--- config.mk ---
export PLATFORM = sky130hd
export DESIGN_NAME = crf_core_regs
export DESIGN_NICKNAME = d
export VERILOG_FILES = /design/src/shared/crf_pkg.sv /design/src/rtl/crf_flag_pair.sv /design/src/rtl/crf_core_regs.sv
export SDC_FILE = /design/constraint.sdc
export NUM_CORES = 1
export LEC_CHECK = 0
export ABC_AREA = 1
export BUFFER_PORTS_ARGS = -buffer_cell sky130_fd_sc_hd__buf_2
export CORE_UTILIZATION = 35
export DETAILED_ROUTE_END_ITERATION = 8
export GPL_ROUTABILITY_DRIVEN = 0
export GPL_TIMING_DRIVEN = 0
export SLEW_MARGIN = 20
export SYNTH_ARGS = -nofsm -noshare
export SYNTH_HDL_FRONTEND = slang
export SYNTH_HIERARCHICAL = 1
export SYNTH_SLANG_ARGS = --single-unit
export TNS_END_PERCENT = 10
--- constraint.sdc ---
create_clock -name clk -period 3.22 [get_ports clk]
set_clock_uncertainty 0.05 [all_clocks]
set_input_delay 0.322 -clock clk [delete_from_list [all_inputs] [get_ports clk]]
set_output_delay 0.322 -clock clk [all_outputs]
set_load 0.005 [all_outputs]
--- src/shared/crf_pkg.sv ---
// Shared constants and enumerations of the core register and flag stack.
package crf_pkg;

    // ****************************************
    // Widths and depths
    // ****************************************
    localparam int DATA_W = 8; // Data path width
    localparam int PC_W = 12; // Program counter width
    localparam int STACK_DEPTH = 6; // Return stack levels
    localparam int DEPTH_W = 3; // Enough for 0..6
    localparam int PAGE_W = 8; // Program page register width

    // ****************************************
    // Data-space addresses
    // ****************************************
    localparam logic [7:0] ADDR_INDEX_FIRST = 8'h80;
    localparam logic [7:0] ADDR_INDEX_SECOND = 8'h81;
    localparam logic [7:0] ADDR_SHORT_FIRST = 8'h82;
    localparam logic [7:0] ADDR_SHORT_SECOND = 8'h83;
    localparam logic [7:0] ADDR_ACCUMULATOR = 8'hFF;

    // ****************************************
    // Reset values
    // ****************************************
    localparam logic [11:0] RESET_VECTOR = 12'hFFE; // Reset vector location
    localparam logic [2:0] DEPTH_EMPTY = 3'h0; // Stack empty after reset
    localparam logic [7:0] PAGE_RESET = 8'h00; // Program page after reset

    // ****************************************
    // Timing counts
    // ****************************************
    localparam int CORE_DIV = 13; // Clock edges per core cycle
    localparam logic [3:0] CORE_DIV_LAST = 4'(CORE_DIV - 1);
    localparam int SHORT_ACCESS_CYCLES = 4; // Core cycles per short-direct access
    localparam logic [2:0] SHORT_ACCESS_LAST = 3'(SHORT_ACCESS_CYCLES - 1);

    // ****************************************
    // Enumerations
    // ****************************************
    // Execution contexts, each owning one flag pair
    typedef enum logic [1:0] {CTX_MAIN, CTX_IRQ, CTX_NMI} crf_ctx_type;

    // Program counter update sources
    typedef enum logic [3:0] {
        PC_HOLD, PC_INCR, PC_REL, PC_JUMP, PC_CALL, PC_IRQ, PC_NMI, PC_RET, PC_INTERRUPT_RETURN
    } crf_pc_op_type;

    // Flag-affecting operations
    typedef enum logic [2:0] {
        ALU_NONE, ALU_ADD, ALU_SUB, ALU_AND, ALU_OR, ALU_RLC, ALU_BTEST, ALU_LOAD
    } crf_alu_op_type;

    // Short-direct access sequencer
    typedef enum logic {SD_IDLE, SD_BUSY} crf_sd_state_type;

endpackage : crf_pkg

--- src/rtl/crf_flag_pair.sv ---
// One carry/zero flag pair, updated only while its context is active.
`timescale 1ns/100ps
module crf_flag_pair (
    // Clock and reset
    input wire logic clk,
    input wire logic rst_n,
    // Update strobes, already qualified by the active context
    input wire logic upd_carry,
    input wire logic carry_in,
    input wire logic upd_zero,
    input wire logic zero_in,
    // Held flag values
    output logic carry,
    output logic zero
);
    import crf_pkg::*;

    // ****************************************
    // State
    // ****************************************
    typedef struct packed {
        logic c; // Carry
        logic z; // Zero
    } crf_pair_state_type;

    crf_pair_state_type st_reg; // Registered pair
    crf_pair_state_type st_next; // Next pair

    // Pair holds its value through any context switch
    always_comb begin
        st_next = st_reg;
        if (!rst_n) begin
            // Defined start, software must not rely on it
            st_next = '0;
        end else begin
            if (upd_carry) begin
                st_next.c = carry_in;
            end
            if (upd_zero) begin
                st_next.z = zero_in;
            end
        end
    end

    // Register the pair
    always_ff @(posedge clk) begin
        st_reg <= st_next;
    end

    assign carry = st_reg.c;
    assign zero = st_reg.z;

endmodule : crf_flag_pair

--- src/rtl/crf_core_regs.sv ---
// Core register file: data registers, program counter, flag banks and return stack.
`timescale 1ns/100ps
module crf_core_regs (
    // Clock and reset
    input wire logic clk,
    input wire logic rst_n,
    // Data-space bus
    input wire logic [7:0] data_addr,
    input wire logic data_wr,
    input wire logic [crf_pkg::DATA_W-1:0] data_wdata,
    input wire logic data_rd,
    output logic [crf_pkg::DATA_W-1:0] data_rdata,
    output logic data_hit,
    // Short-direct port
    input wire logic sd_req,
    input wire logic [1:0] sd_sel,
    input wire logic sd_write,
    input wire logic [crf_pkg::DATA_W-1:0] sd_wdata,
    output logic sd_busy,
    output logic sd_done,
    output logic [crf_pkg::DATA_W-1:0] sd_rdata,
    // Program counter control
    input wire crf_pkg::crf_pc_op_type pc_op,
    input wire logic [crf_pkg::PC_W-1:0] pc_target,
    input wire logic [7:0] pc_offset,
    input wire logic [crf_pkg::PC_W-1:0] int_vector,
    output logic [crf_pkg::PC_W-1:0] fetch_addr,
    output logic [crf_pkg::DEPTH_W-1:0] stack_depth,
    // Program page
    input wire logic page_wr,
    input wire logic [crf_pkg::PAGE_W-1:0] page_wdata,
    output logic [crf_pkg::PAGE_W-1:0] fetch_page,
    // Flag-affecting operation
    input wire crf_pkg::crf_alu_op_type alu_op,
    input wire logic [crf_pkg::DATA_W-1:0] alu_a,
    input wire logic [crf_pkg::DATA_W-1:0] alu_b,
    input wire logic [2:0] alu_bit,
    output logic [crf_pkg::DATA_W-1:0] alu_result,
    output logic carry_flag,
    output logic zero_flag,
    // Context and timing
    output crf_pkg::crf_ctx_type active_ctx,
    output logic core_tick
);
    import crf_pkg::*;

    // ****************************************
    // State
    // ****************************************
    typedef struct packed {
        logic [DATA_W-1:0] acc; // Accumulator
        logic [DATA_W-1:0] idx_first; // First index pointer
        logic [DATA_W-1:0] idx_second; // Second index pointer
        logic [DATA_W-1:0] sd_first; // First short-direct register
        logic [DATA_W-1:0] sd_second; // Second short-direct register
        logic [PC_W-1:0] pc; // Program counter
        logic [STACK_DEPTH-1:0][PC_W-1:0] stk; // Return stack, level 0 on top
        logic [DEPTH_W-1:0] depth; // Filled levels
        crf_ctx_type ctx; // Active context
        crf_ctx_type ctx_before_irq; // Context to restore from interrupt
        crf_ctx_type ctx_before_nmi; // Context to restore from nonmaskable
        logic [PAGE_W-1:0] page; // Program page
        logic [3:0] div; // Core cycle divider
        logic tick; // Core cycle pulse
        crf_sd_state_type sd_state; // Short-direct sequencer
        logic [2:0] sd_cnt; // Core cycles spent
        logic [1:0] sd_sel; // Latched selector
        logic sd_write; // Latched direction
        logic [DATA_W-1:0] sd_wdata; // Latched write data
        logic sd_done; // Completion pulse
        logic [DATA_W-1:0] sd_rdata; // Short-direct read data
        logic [DATA_W-1:0] rdata; // Bus read data
        logic hit; // Bus read hit a register
        logic [DATA_W-1:0] alu_res; // Last operation result
    } crf_core_state_type;

    crf_core_state_type st_reg; // Registered state
    crf_core_state_type st_next; // Next state

    // ****************************************
    // Flag banks
    // ****************************************
    logic [2:0] bank_carry; // Carry per context
    logic [2:0] bank_zero; // Zero per context
    logic [2:0] bank_sel; // One-hot active context
    logic cur_carry; // Active carry
    logic upd_c; // Carry update request
    logic upd_z; // Zero update request
    logic new_c; // New carry
    logic new_z; // New zero
    logic [DATA_W-1:0] res; // Operation result
    logic [DATA_W:0] wide; // Result with carry out

    // Only the active context bank sees update strobes
    assign bank_sel = 3'(1) << st_reg.ctx;
    assign cur_carry = bank_carry[st_reg.ctx];

    genvar g;
    generate
        for (g = 0; g < 3; g++) begin : g_bank
            crf_flag_pair u_pair (
                .clk(clk),
                .rst_n(rst_n),
                .upd_carry(upd_c & bank_sel[g]),
                .carry_in(new_c),
                .upd_zero(upd_z & bank_sel[g]),
                .zero_in(new_z),
                .carry(bank_carry[g]),
                .zero(bank_zero[g])
            );
        end
    endgenerate

    // ****************************************
    // Flag-affecting operations
    // ****************************************
    // Carry and zero from the operation in flight
    always_comb begin
        wide = '0;
        res = alu_a;
        upd_c = 1'b0;
        upd_z = 1'b0;
        new_c = 1'b0;
        case (alu_op)
            ALU_ADD: begin
                wide = {1'b0, alu_a} + {1'b0, alu_b};
                res = wide[DATA_W-1:0];
                new_c = wide[DATA_W];
                upd_c = 1'b1;
                upd_z = 1'b1;
            end
            ALU_SUB: begin
                wide = {1'b0, alu_a} - {1'b0, alu_b};
                res = wide[DATA_W-1:0];
                new_c = wide[DATA_W];
                upd_c = 1'b1;
                upd_z = 1'b1;
            end
            ALU_AND: begin
                res = alu_a & alu_b;
                upd_z = 1'b1;
            end
            ALU_OR: begin
                res = alu_a | alu_b;
                upd_z = 1'b1;
            end
            ALU_RLC: begin
                // Old carry enters bit 0, bit 7 leaves into carry
                res = {alu_a[DATA_W-2:0], cur_carry};
                new_c = alu_a[DATA_W-1];
                upd_c = 1'b1;
                upd_z = 1'b1;
            end
            ALU_BTEST: begin
                new_c = alu_a[alu_bit];
                upd_c = 1'b1;
            end
            ALU_LOAD: begin
                upd_z = 1'b1;
            end
            default: begin
                upd_c = 1'b0;
            end
        endcase
        new_z = (res == '0);
    end

    // ****************************************
    // Next-state logic
    // ****************************************
    always_comb begin
        st_next = st_reg;
        st_next.sd_done = 1'b0;
        st_next.hit = 1'b0;
        st_next.tick = 1'b0;

        // Core cycle divider
        if (st_reg.div == CORE_DIV_LAST) begin
            st_next.div = '0;
            st_next.tick = 1'b1;
        end else begin
            st_next.div = st_reg.div + 4'h1;
        end

        // Data-space writes
        if (data_wr) begin
            case (data_addr)
                ADDR_ACCUMULATOR: st_next.acc = data_wdata;
                ADDR_INDEX_FIRST: st_next.idx_first = data_wdata;
                ADDR_INDEX_SECOND: st_next.idx_second = data_wdata;
                ADDR_SHORT_FIRST: st_next.sd_first = data_wdata;
                ADDR_SHORT_SECOND: st_next.sd_second = data_wdata;
                default: st_next.hit = 1'b0;
            endcase
        end

        // Data-space reads, one cycle latency
        if (data_rd) begin
            st_next.hit = 1'b1;
            case (data_addr)
                ADDR_ACCUMULATOR: st_next.rdata = st_reg.acc;
                ADDR_INDEX_FIRST: st_next.rdata = st_reg.idx_first;
                ADDR_INDEX_SECOND: st_next.rdata = st_reg.idx_second;
                ADDR_SHORT_FIRST: st_next.rdata = st_reg.sd_first;
                ADDR_SHORT_SECOND: st_next.rdata = st_reg.sd_second;
                default: begin
                    st_next.rdata = '0;
                    st_next.hit = 1'b0;
                end
            endcase
        end

        // Short-direct access: index pointers share the compact form
        case (st_reg.sd_state)
            SD_IDLE: begin
                if (sd_req) begin
                    st_next.sd_state = SD_BUSY;
                    st_next.sd_cnt = '0;
                    st_next.sd_sel = sd_sel;
                    st_next.sd_write = sd_write;
                    st_next.sd_wdata = sd_wdata;
                end
            end
            SD_BUSY: begin
                if (st_reg.tick) begin
                    if (st_reg.sd_cnt == SHORT_ACCESS_LAST) begin
                        st_next.sd_state = SD_IDLE;
                        st_next.sd_done = 1'b1;
                        case (st_reg.sd_sel)
                            2'h0: st_next.sd_rdata = st_reg.idx_first;
                            2'h1: st_next.sd_rdata = st_reg.idx_second;
                            2'h2: st_next.sd_rdata = st_reg.sd_first;
                            default: st_next.sd_rdata = st_reg.sd_second;
                        endcase
                        if (st_reg.sd_write) begin
                            // Completed access overrides a same-cycle bus write
                            case (st_reg.sd_sel)
                                2'h0: st_next.idx_first = st_reg.sd_wdata;
                                2'h1: st_next.idx_second = st_reg.sd_wdata;
                                2'h2: st_next.sd_first = st_reg.sd_wdata;
                                default: st_next.sd_second = st_reg.sd_wdata;
                            endcase
                            st_next.sd_rdata = st_reg.sd_wdata;
                        end
                    end else begin
                        st_next.sd_cnt = st_reg.sd_cnt + 3'h1;
                    end
                end
            end
            default: st_next.sd_state = SD_IDLE;
        endcase

        // Operation result
        if (alu_op != ALU_NONE) begin
            st_next.alu_res = res;
        end

        // Program page, counter itself stays twelve bits
        if (page_wr) begin
            st_next.page = page_wdata;
        end

        // Program counter and return stack
        case (pc_op)
            PC_INCR: st_next.pc = st_reg.pc + 12'h001;
            PC_REL: st_next.pc = st_reg.pc + {{4{pc_offset[7]}}, pc_offset};
            PC_JUMP: st_next.pc = pc_target;
            PC_CALL, PC_IRQ, PC_NMI: begin
                // Shift every level down, bottom falls off
                st_next.stk = {st_reg.stk[STACK_DEPTH-2:0], st_reg.pc};
                if (st_reg.depth != 3'(STACK_DEPTH)) begin
                    st_next.depth = st_reg.depth + 3'h1;
                end
                if (pc_op == PC_CALL) begin
                    st_next.pc = pc_target;
                end else begin
                    st_next.pc = int_vector;
                end
                if (pc_op == PC_IRQ) begin
                    st_next.ctx = CTX_IRQ;
                    st_next.ctx_before_irq = st_reg.ctx;
                end
                if (pc_op == PC_NMI) begin
                    st_next.ctx = CTX_NMI;
                    st_next.ctx_before_nmi = st_reg.ctx;
                end
            end
            PC_RET, PC_INTERRUPT_RETURN: begin
                if (st_reg.depth != DEPTH_EMPTY) begin
                    st_next.pc = st_reg.stk[0];
                    st_next.stk = {st_reg.stk[STACK_DEPTH-1], st_reg.stk[STACK_DEPTH-1:1]};
                    st_next.depth = st_reg.depth - 3'h1;
                end else begin
                    // Empty stack: carry on with the next location
                    st_next.pc = st_reg.pc + 12'h001;
                end
                if (pc_op == PC_INTERRUPT_RETURN) begin
                    case (st_reg.ctx)
                        CTX_NMI: st_next.ctx = st_reg.ctx_before_nmi;
                        CTX_IRQ: st_next.ctx = st_reg.ctx_before_irq;
                        default: st_next.ctx = CTX_MAIN;
                    endcase
                end
            end
            default: st_next.pc = st_reg.pc;
        endcase

        // Reset loads control state and clears read data and result; data registers keep garbage
        if (!rst_n) begin
            st_next.pc = RESET_VECTOR;
            st_next.depth = DEPTH_EMPTY;
            st_next.ctx = CTX_NMI;
            st_next.ctx_before_irq = CTX_MAIN;
            st_next.ctx_before_nmi = CTX_MAIN;
            st_next.page = PAGE_RESET;
            st_next.div = '0;
            st_next.tick = 1'b0;
            st_next.sd_state = SD_IDLE;
            st_next.sd_cnt = '0;
            st_next.sd_done = 1'b0;
            st_next.sd_rdata = '0;
            st_next.rdata = '0;
            st_next.hit = 1'b0;
            st_next.alu_res = '0;
        end
    end

    // Register the whole state
    always_ff @(posedge clk) begin
        st_reg <= st_next;
    end

    // ****************************************
    // Outputs
    // ****************************************
    assign data_rdata = st_reg.rdata;
    assign data_hit = st_reg.hit;
    assign sd_busy = (st_reg.sd_state == SD_BUSY);
    assign sd_done = st_reg.sd_done;
    assign sd_rdata = st_reg.sd_rdata;
    assign fetch_addr = st_reg.pc;
    assign stack_depth = st_reg.depth;
    assign fetch_page = st_reg.page;
    assign alu_result = st_reg.alu_res;
    assign carry_flag = bank_carry[st_reg.ctx];
    assign zero_flag = bank_zero[st_reg.ctx];
    assign active_ctx = st_reg.ctx;
    assign core_tick = st_reg.tick;

endmodule : crf_core_regs

=== Word-level counts from Yosys, hierarchy flattened ===
Index checks and enable logic that the tools add are counted.

* Register bits after elaboration: 193
* Output and inout bits: 55
* Word-level logic and storage cells: 160

* Add/subtract/negate cells: 8
* Magnitude comparators: 2
* Eq/ne operators: 34
* Shifts and indexed selects: 1
* Muxes and demuxes: 44
* Bitwise operators: 11
* Reductions and logical operators: 25

{| class="wikitable"
|+ Operators with widths
! operator !! number
|-
| 32-bit 2-to-1 mux || 5
|-
| 77-bit one-hot mux with 2 select lines || 1
|-
| 8-bit one-hot mux with 5 select lines || 2
|-
| 8-bit 2-to-1 mux || 9
|-
| 63-bit 2-to-1 mux || 1
|-
| 12-bit one-hot mux with 5 select lines || 1
|-
| 8-bit equality test (second input constant) || 5
|-
| 12-bit 2-to-1 mux || 2
|-
| 8-bit one-hot mux with 3 select lines || 1
|-
| 4-bit by 3-bit equality test with 1-bit output (second input constant) || 4
|-
| 15-bit 2-to-1 mux || 1
|-
| 3-bit AND reduction || 5
|-
| 2-bit AND reduction || 7
|-
| 12-bit by 1-bit adder with 12-bit output (second input constant) || 1
|-
| 12-bit adder || 1
|-
| 3-bit equality test (second input constant) || 4
|-
| 2-bit inequality test (second input constant) || 5
|-
| 8-bit by 8-bit adder with 9-bit output || 1
|-
| 3-bit by 2-bit equality test with 1-bit output (second input constant) || 3
|-
| 9-bit 2-to-1 mux || 1
|-
| 8-bit by 8-bit subtractor with 9-bit output || 1
|-
| 8-bit AND || 1
|-
| 4-bit by 2-bit equality test with 1-bit output (second input constant) || 2
|-
| 4-bit equality test (second input constant) || 2
|-
| other kinds (34) || 59
|}

=== Logic depth before layout (Yosys ltp) ===
* Depth in word-level cells: 8
* Mapped depth: 22

=== By module ===
Netlist, hierarchy kept.

{| class="wikitable"
|+ Modules (own cells, without submodules)
! module !! times used !! cells an instance !! area an instance (um2) !! sequential area each (um2)
|-
| crf_core_regs || 1 || 1,477 || 11,248.3 || 4,654.5
|-
| crf_flag_pair || 3 || 12 || 82.6 || 40.0
|}

=== Least setup slack after synthesis ===
OpenSTA, ideal clock, no wires.

* Path kind: input to register
* Start: input port pc_op[1]
* End: register st_reg[100] (netlist name), enable pin
* Arrival: 2.108 ns
* Slack: 0.648 ns
* Stages: 7
* Buffers on the path: 0
* Path through: nor2_2 -> nand3_2 -> nand2_4 -> nor2_8 -> inv_2 -> nand2_2 -> inv_1

* Longest elaborated chain between the ends: 4

{| class="wikitable"
|+ Ends and longest elaborated chain
! item !! RTL line !! text
|-
| start, declared || crf_core_regs.sv:23 || <nowiki>input wire crf_pkg::crf_pc_op_type pc_op,</nowiki>
|-
| 4-bit equality test / 4-bit by 3-bit equality test with 1-bit output (equally long branches) || crf_core_regs.sv:264 || <nowiki>case (pc_op)</nowiki>
|-
| 2-bit OR reduction / 3-bit OR reduction (equally long branches) || crf_core_regs.sv:264 ||
|-
| 2-bit inequality test (no line) / 2-bit nonzero test (equally long branches) || n/a ||
|-
| 2-bit AND reduction (no line) * || n/a ||
|-
| end signal, assigned || crf_core_regs.sv:330 || <nowiki>st_reg <= st_next;</nowiki>
|-
| end, declared || crf_core_regs.sv:77 || <nowiki>crf_core_state_type st_reg;</nowiki>
|}

Mark *: on every way between the ends. The rest lies on a longest branch, timed or not.
A chain may end at the register's enable or synchronous reset.

=== Worst setup path after layout ===
* Start: register st_reg, in the netlist fetch_addr[0]
* End: register st_reg, in the netlist fetch_addr[8]

* Longest elaborated chain between the ends: 3

{| class="wikitable"
|+ Ends and longest elaborated chain
! item !! RTL line !! text
|-
| 12-bit by 1-bit adder with 12-bit output || crf_core_regs.sv:265, crf_core_regs.sv:295 ||
|-
| 12-bit 2-to-1 mux || crf_core_regs.sv:289 || <nowiki>if (st_reg.depth != DEPTH_EMPTY) begin</nowiki>
|-
| 12-bit one-hot mux with 5 select lines * || crf_core_regs.sv:264 ||
|}

Marks and branches as above.

==> impl_metrics.json <==
{
  "status": "finished clean",
  "grt_use_total": 0.2016,
  "die_h_um": 183.2,
  "synth_edf_count": 91,
  "htree_num_levels": 4,
  "clkTransAtPathRegs_ns": 0.08,
  "grt_pass1_vias": 9976,
  "p_per_area_nw_per_um2": 465.1,
  "p_sw_mw": 1.896,
  "fillers": 3293,
  "grt_overflow": 0,
  "area_growth_pct": 17.63,
  "ir_worst_vdd_uv": 310.8,
  "post-synth-top-count-cell": "nand2_1",
  "cts.path.max_buffers": 2,
  "io_buffers": 153,
  "synth_nets": 1661,
  "avgRoutedWirePerCell_um": 15.68,
  "tns_ns": 0,
  "antenna_found_initial": 0,
  "timing_worst_slew_pin_value_ns": 1.057,
  "synth_top_area_frac": 0.2377,
  "firstDrtPassIters": 5,
  "finalCritPeriodShare": 0.7114,
  "finalNetCount": 1842,
  "ys_seq_area_frac": 0.4153,
  "die_w_um": 183.2,
  "final_area_um2": 13520,
  "power_mw": 6.289,
  "internal-power_mw": 4.393,
  "p_leak_nw": 6.456,
  "setup_viol": 0,
  "hold_violations": 0,
  "dr.first_iter.drc_count": 799,
  "cp_max_fo": 5,
  "clk-insertion-delay-late_ns": 0.44,
  "post-route-min-period_ns": 2.291,
  "async_reset_ff_frac": 0,
  "layout-drive-gt1-share": 0.1880,
  "cp_data_arrival_time_ns": 2.59,
  "rows": 65,
  "p_sw_frac": 0.3015,
  "cts_resized": 0,
  "synth_ff_type": "dfxtp_1",
  "synth_warnings": 6,
  "dp_hpwl_um": 26160,
  "slew_headroom": 0.2898,
  "p_comb_frac": 0.195,
  "placed_area_um2": 12840,
  "totalWireLength_um": 33590,
  "root_buffer": "clkbuf_16",
  "ys_seq_elements": 193,
  "largest_reg_flops": 134,
  "startpoint_type": "flop",
  "numCtsBuffers": 17,
  "drtAntennaViolNets": 0,
  "ys_types": 50,
  "share_seq_of_total_power": 0.458,
  "clock_sinks": 193,
  "syn_avg_cell_area_um2": 7.598,
  "antennaDiodeCount": 0,
  "grt_pass1_wl_um": 52790,
  "min_path_type": "input port to flop",
  "core_um2": 31960,
  "via_per_inst": 4.949,
  "ys_top_cells_by_area": "edfxtp_1 24%, dfxtp_1 18%, nand2_1 11%, inv_1 6.3%, o21ai_0 6.3%",
  "netlist_instances": 1513,
  "end_kind": "flop",
  "grt_max_degree": 56,
  "rsz0062_at_grt": "false",
  "synth_common_cells": "348 x nand2_1, 193 x inv_1, 144 x o21ai_0",
  "required_ns": 3.51,
  "crit_type": "flop to flop",
  "slew_violations": 0,
  "num_vias": 10600,
  "r2r_slack_ns": 0.93,
  "yosys.area.top_type": "edfxtp_1",
  "cts_tree": "built",
  "die_area_um2": 33580,
  "cap_viol_max_count": 0,
  "fmax_mhz": 436.6,
  "drc": 0,
  "initial_core_util": 0.3597,
  "postCtsSetupRepairBufs": 0,
  "pwr-share-clk": 0.347,
  "syn_area_um2": 11500,
  "io_pins": 154
}
[critical path, cell delays in order (launching register included)]
cell	delay [ns]
dfxtp_1	0.46
ha_1	0.21
inv_1	0.05
fa_1	0.35
inv_1	0.07
nand2_1	0.07
a21oi_1	0.23
nand3_1	0.10
nand2_1	0.14
nand2_1	0.09
nand2_1	0.06
nand2_1	0.04
nand3_1	0.10
nand3_1	0.08
nand2_1	0.06
nand2_1	0.04
[final timing paths]
path	start	to	depth (start not counted)
min reg2reg	st_reg[42]$_SDFF_PP0_	st_reg[42]$_SDFF_PP0_	1
max reg2reg	fetch_addr[0]$_SDFFE_PN0P_	fetch_addr[8]$_SDFFE_PN1P_	15
max	fetch_addr[0]$_SDFFE_PN0P_	fetch_addr[8]$_SDFFE_PN1P_	15
min	sd_wdata[3]	st_reg[29]$_DFFE_PP_	1
[power groups by stage]
stage          Sequential (mW)  Combinational, mW  Clock [mW]
4_1_cts                   2.88               1.23        2.23
3_5_place_dp              2.94               1.21           0
3_3_place_gp              2.94               1.18           0
6_report                  2.88               1.23        2.18
5_1_grt                   2.90               1.39        2.32
2_1_floorplan             2.89              0.826           0
[layout by cell type (no fill, tap or decap), drive strengths merged]
cell and n:
a211oi 2, a21oi 63, a221oi 1, a22o 2
a31oi 12, a32o 3, a41oi 1, and2 1
buf 228, bufinv 1, clkbuf 36, clkinv 7
clkinvlp 1, dfxtp 102, dlygate4sd3 8, edfxtp 91
fa 4, ha 45, inv 213, nand2 363
nand3 96, nand3b 2, nand4 18, nor2 155
nor3 16, nor4 2, o2111ai 3, o211a 1
o211ai 19, o21ai 161, o21bai 4, o221ai 4
o22ai 30, or2 1, xnor2 4, xor2 7
[layer usage]
metal | vias up | global-route usage | share of wire
met5 | - | 0 | 0
met4 | 0 | 0.08133 | 0.030
met3 | 63 | 0.02383 | 0.042
met2 | 275 | 0.3373 | 0.47
met1 | 4931 | 0.2637 | 0.46
li1 | 5331 | - | -
[timing repair]
action | 4_1_cts | 5_1_grt
setup endpoints to repair | 0 | 0
endpoints found under the hold margin | 7 | 1
hold buffers | 7 | 1
[cell families after synthesis]
logic type | share of synthesized area
xor gates and xnor gates | 0.008380
DFF | 0.4153
adders and majority gates | 0.05594
buffers and inverters | 0.1198
and+or+nand+nor | 0.2507
AOI/OAI and AO/OA | 0.1499
[layout make-up]
class	instances	area [um2]	share of cell area
Sequential cell	193	4775	0.3531
Buffer	90	588.1	0.04349
Clock inverter	12	136.4	0.01009
Multi-Input combinational cell	1020	5346	0.3954
Inverter	210	792.0	0.05857
Timing Repair Buffer	162	873.3	0.06458
Clock buffer	20	467.9	0.03460
Tap cell	435	544.3	0.04025
[metrics by stage]
stage	hold WS [ns]	setup slack, ns	utilization	instances
finish	0.01954	0.9293	0.4231	2142
global route	0.004845	0.6375	0.4231	2142
CTS	0.001956	0.9095	0.4228	2141
detailed placement	0.4037	0.6973	0.4017	2102
global placement	0.3982	-0.2030	0.4007	2101
floorplan	0.3709	0.6476	-	1513
No activity file was read; power rests on OpenSTA's default activity.
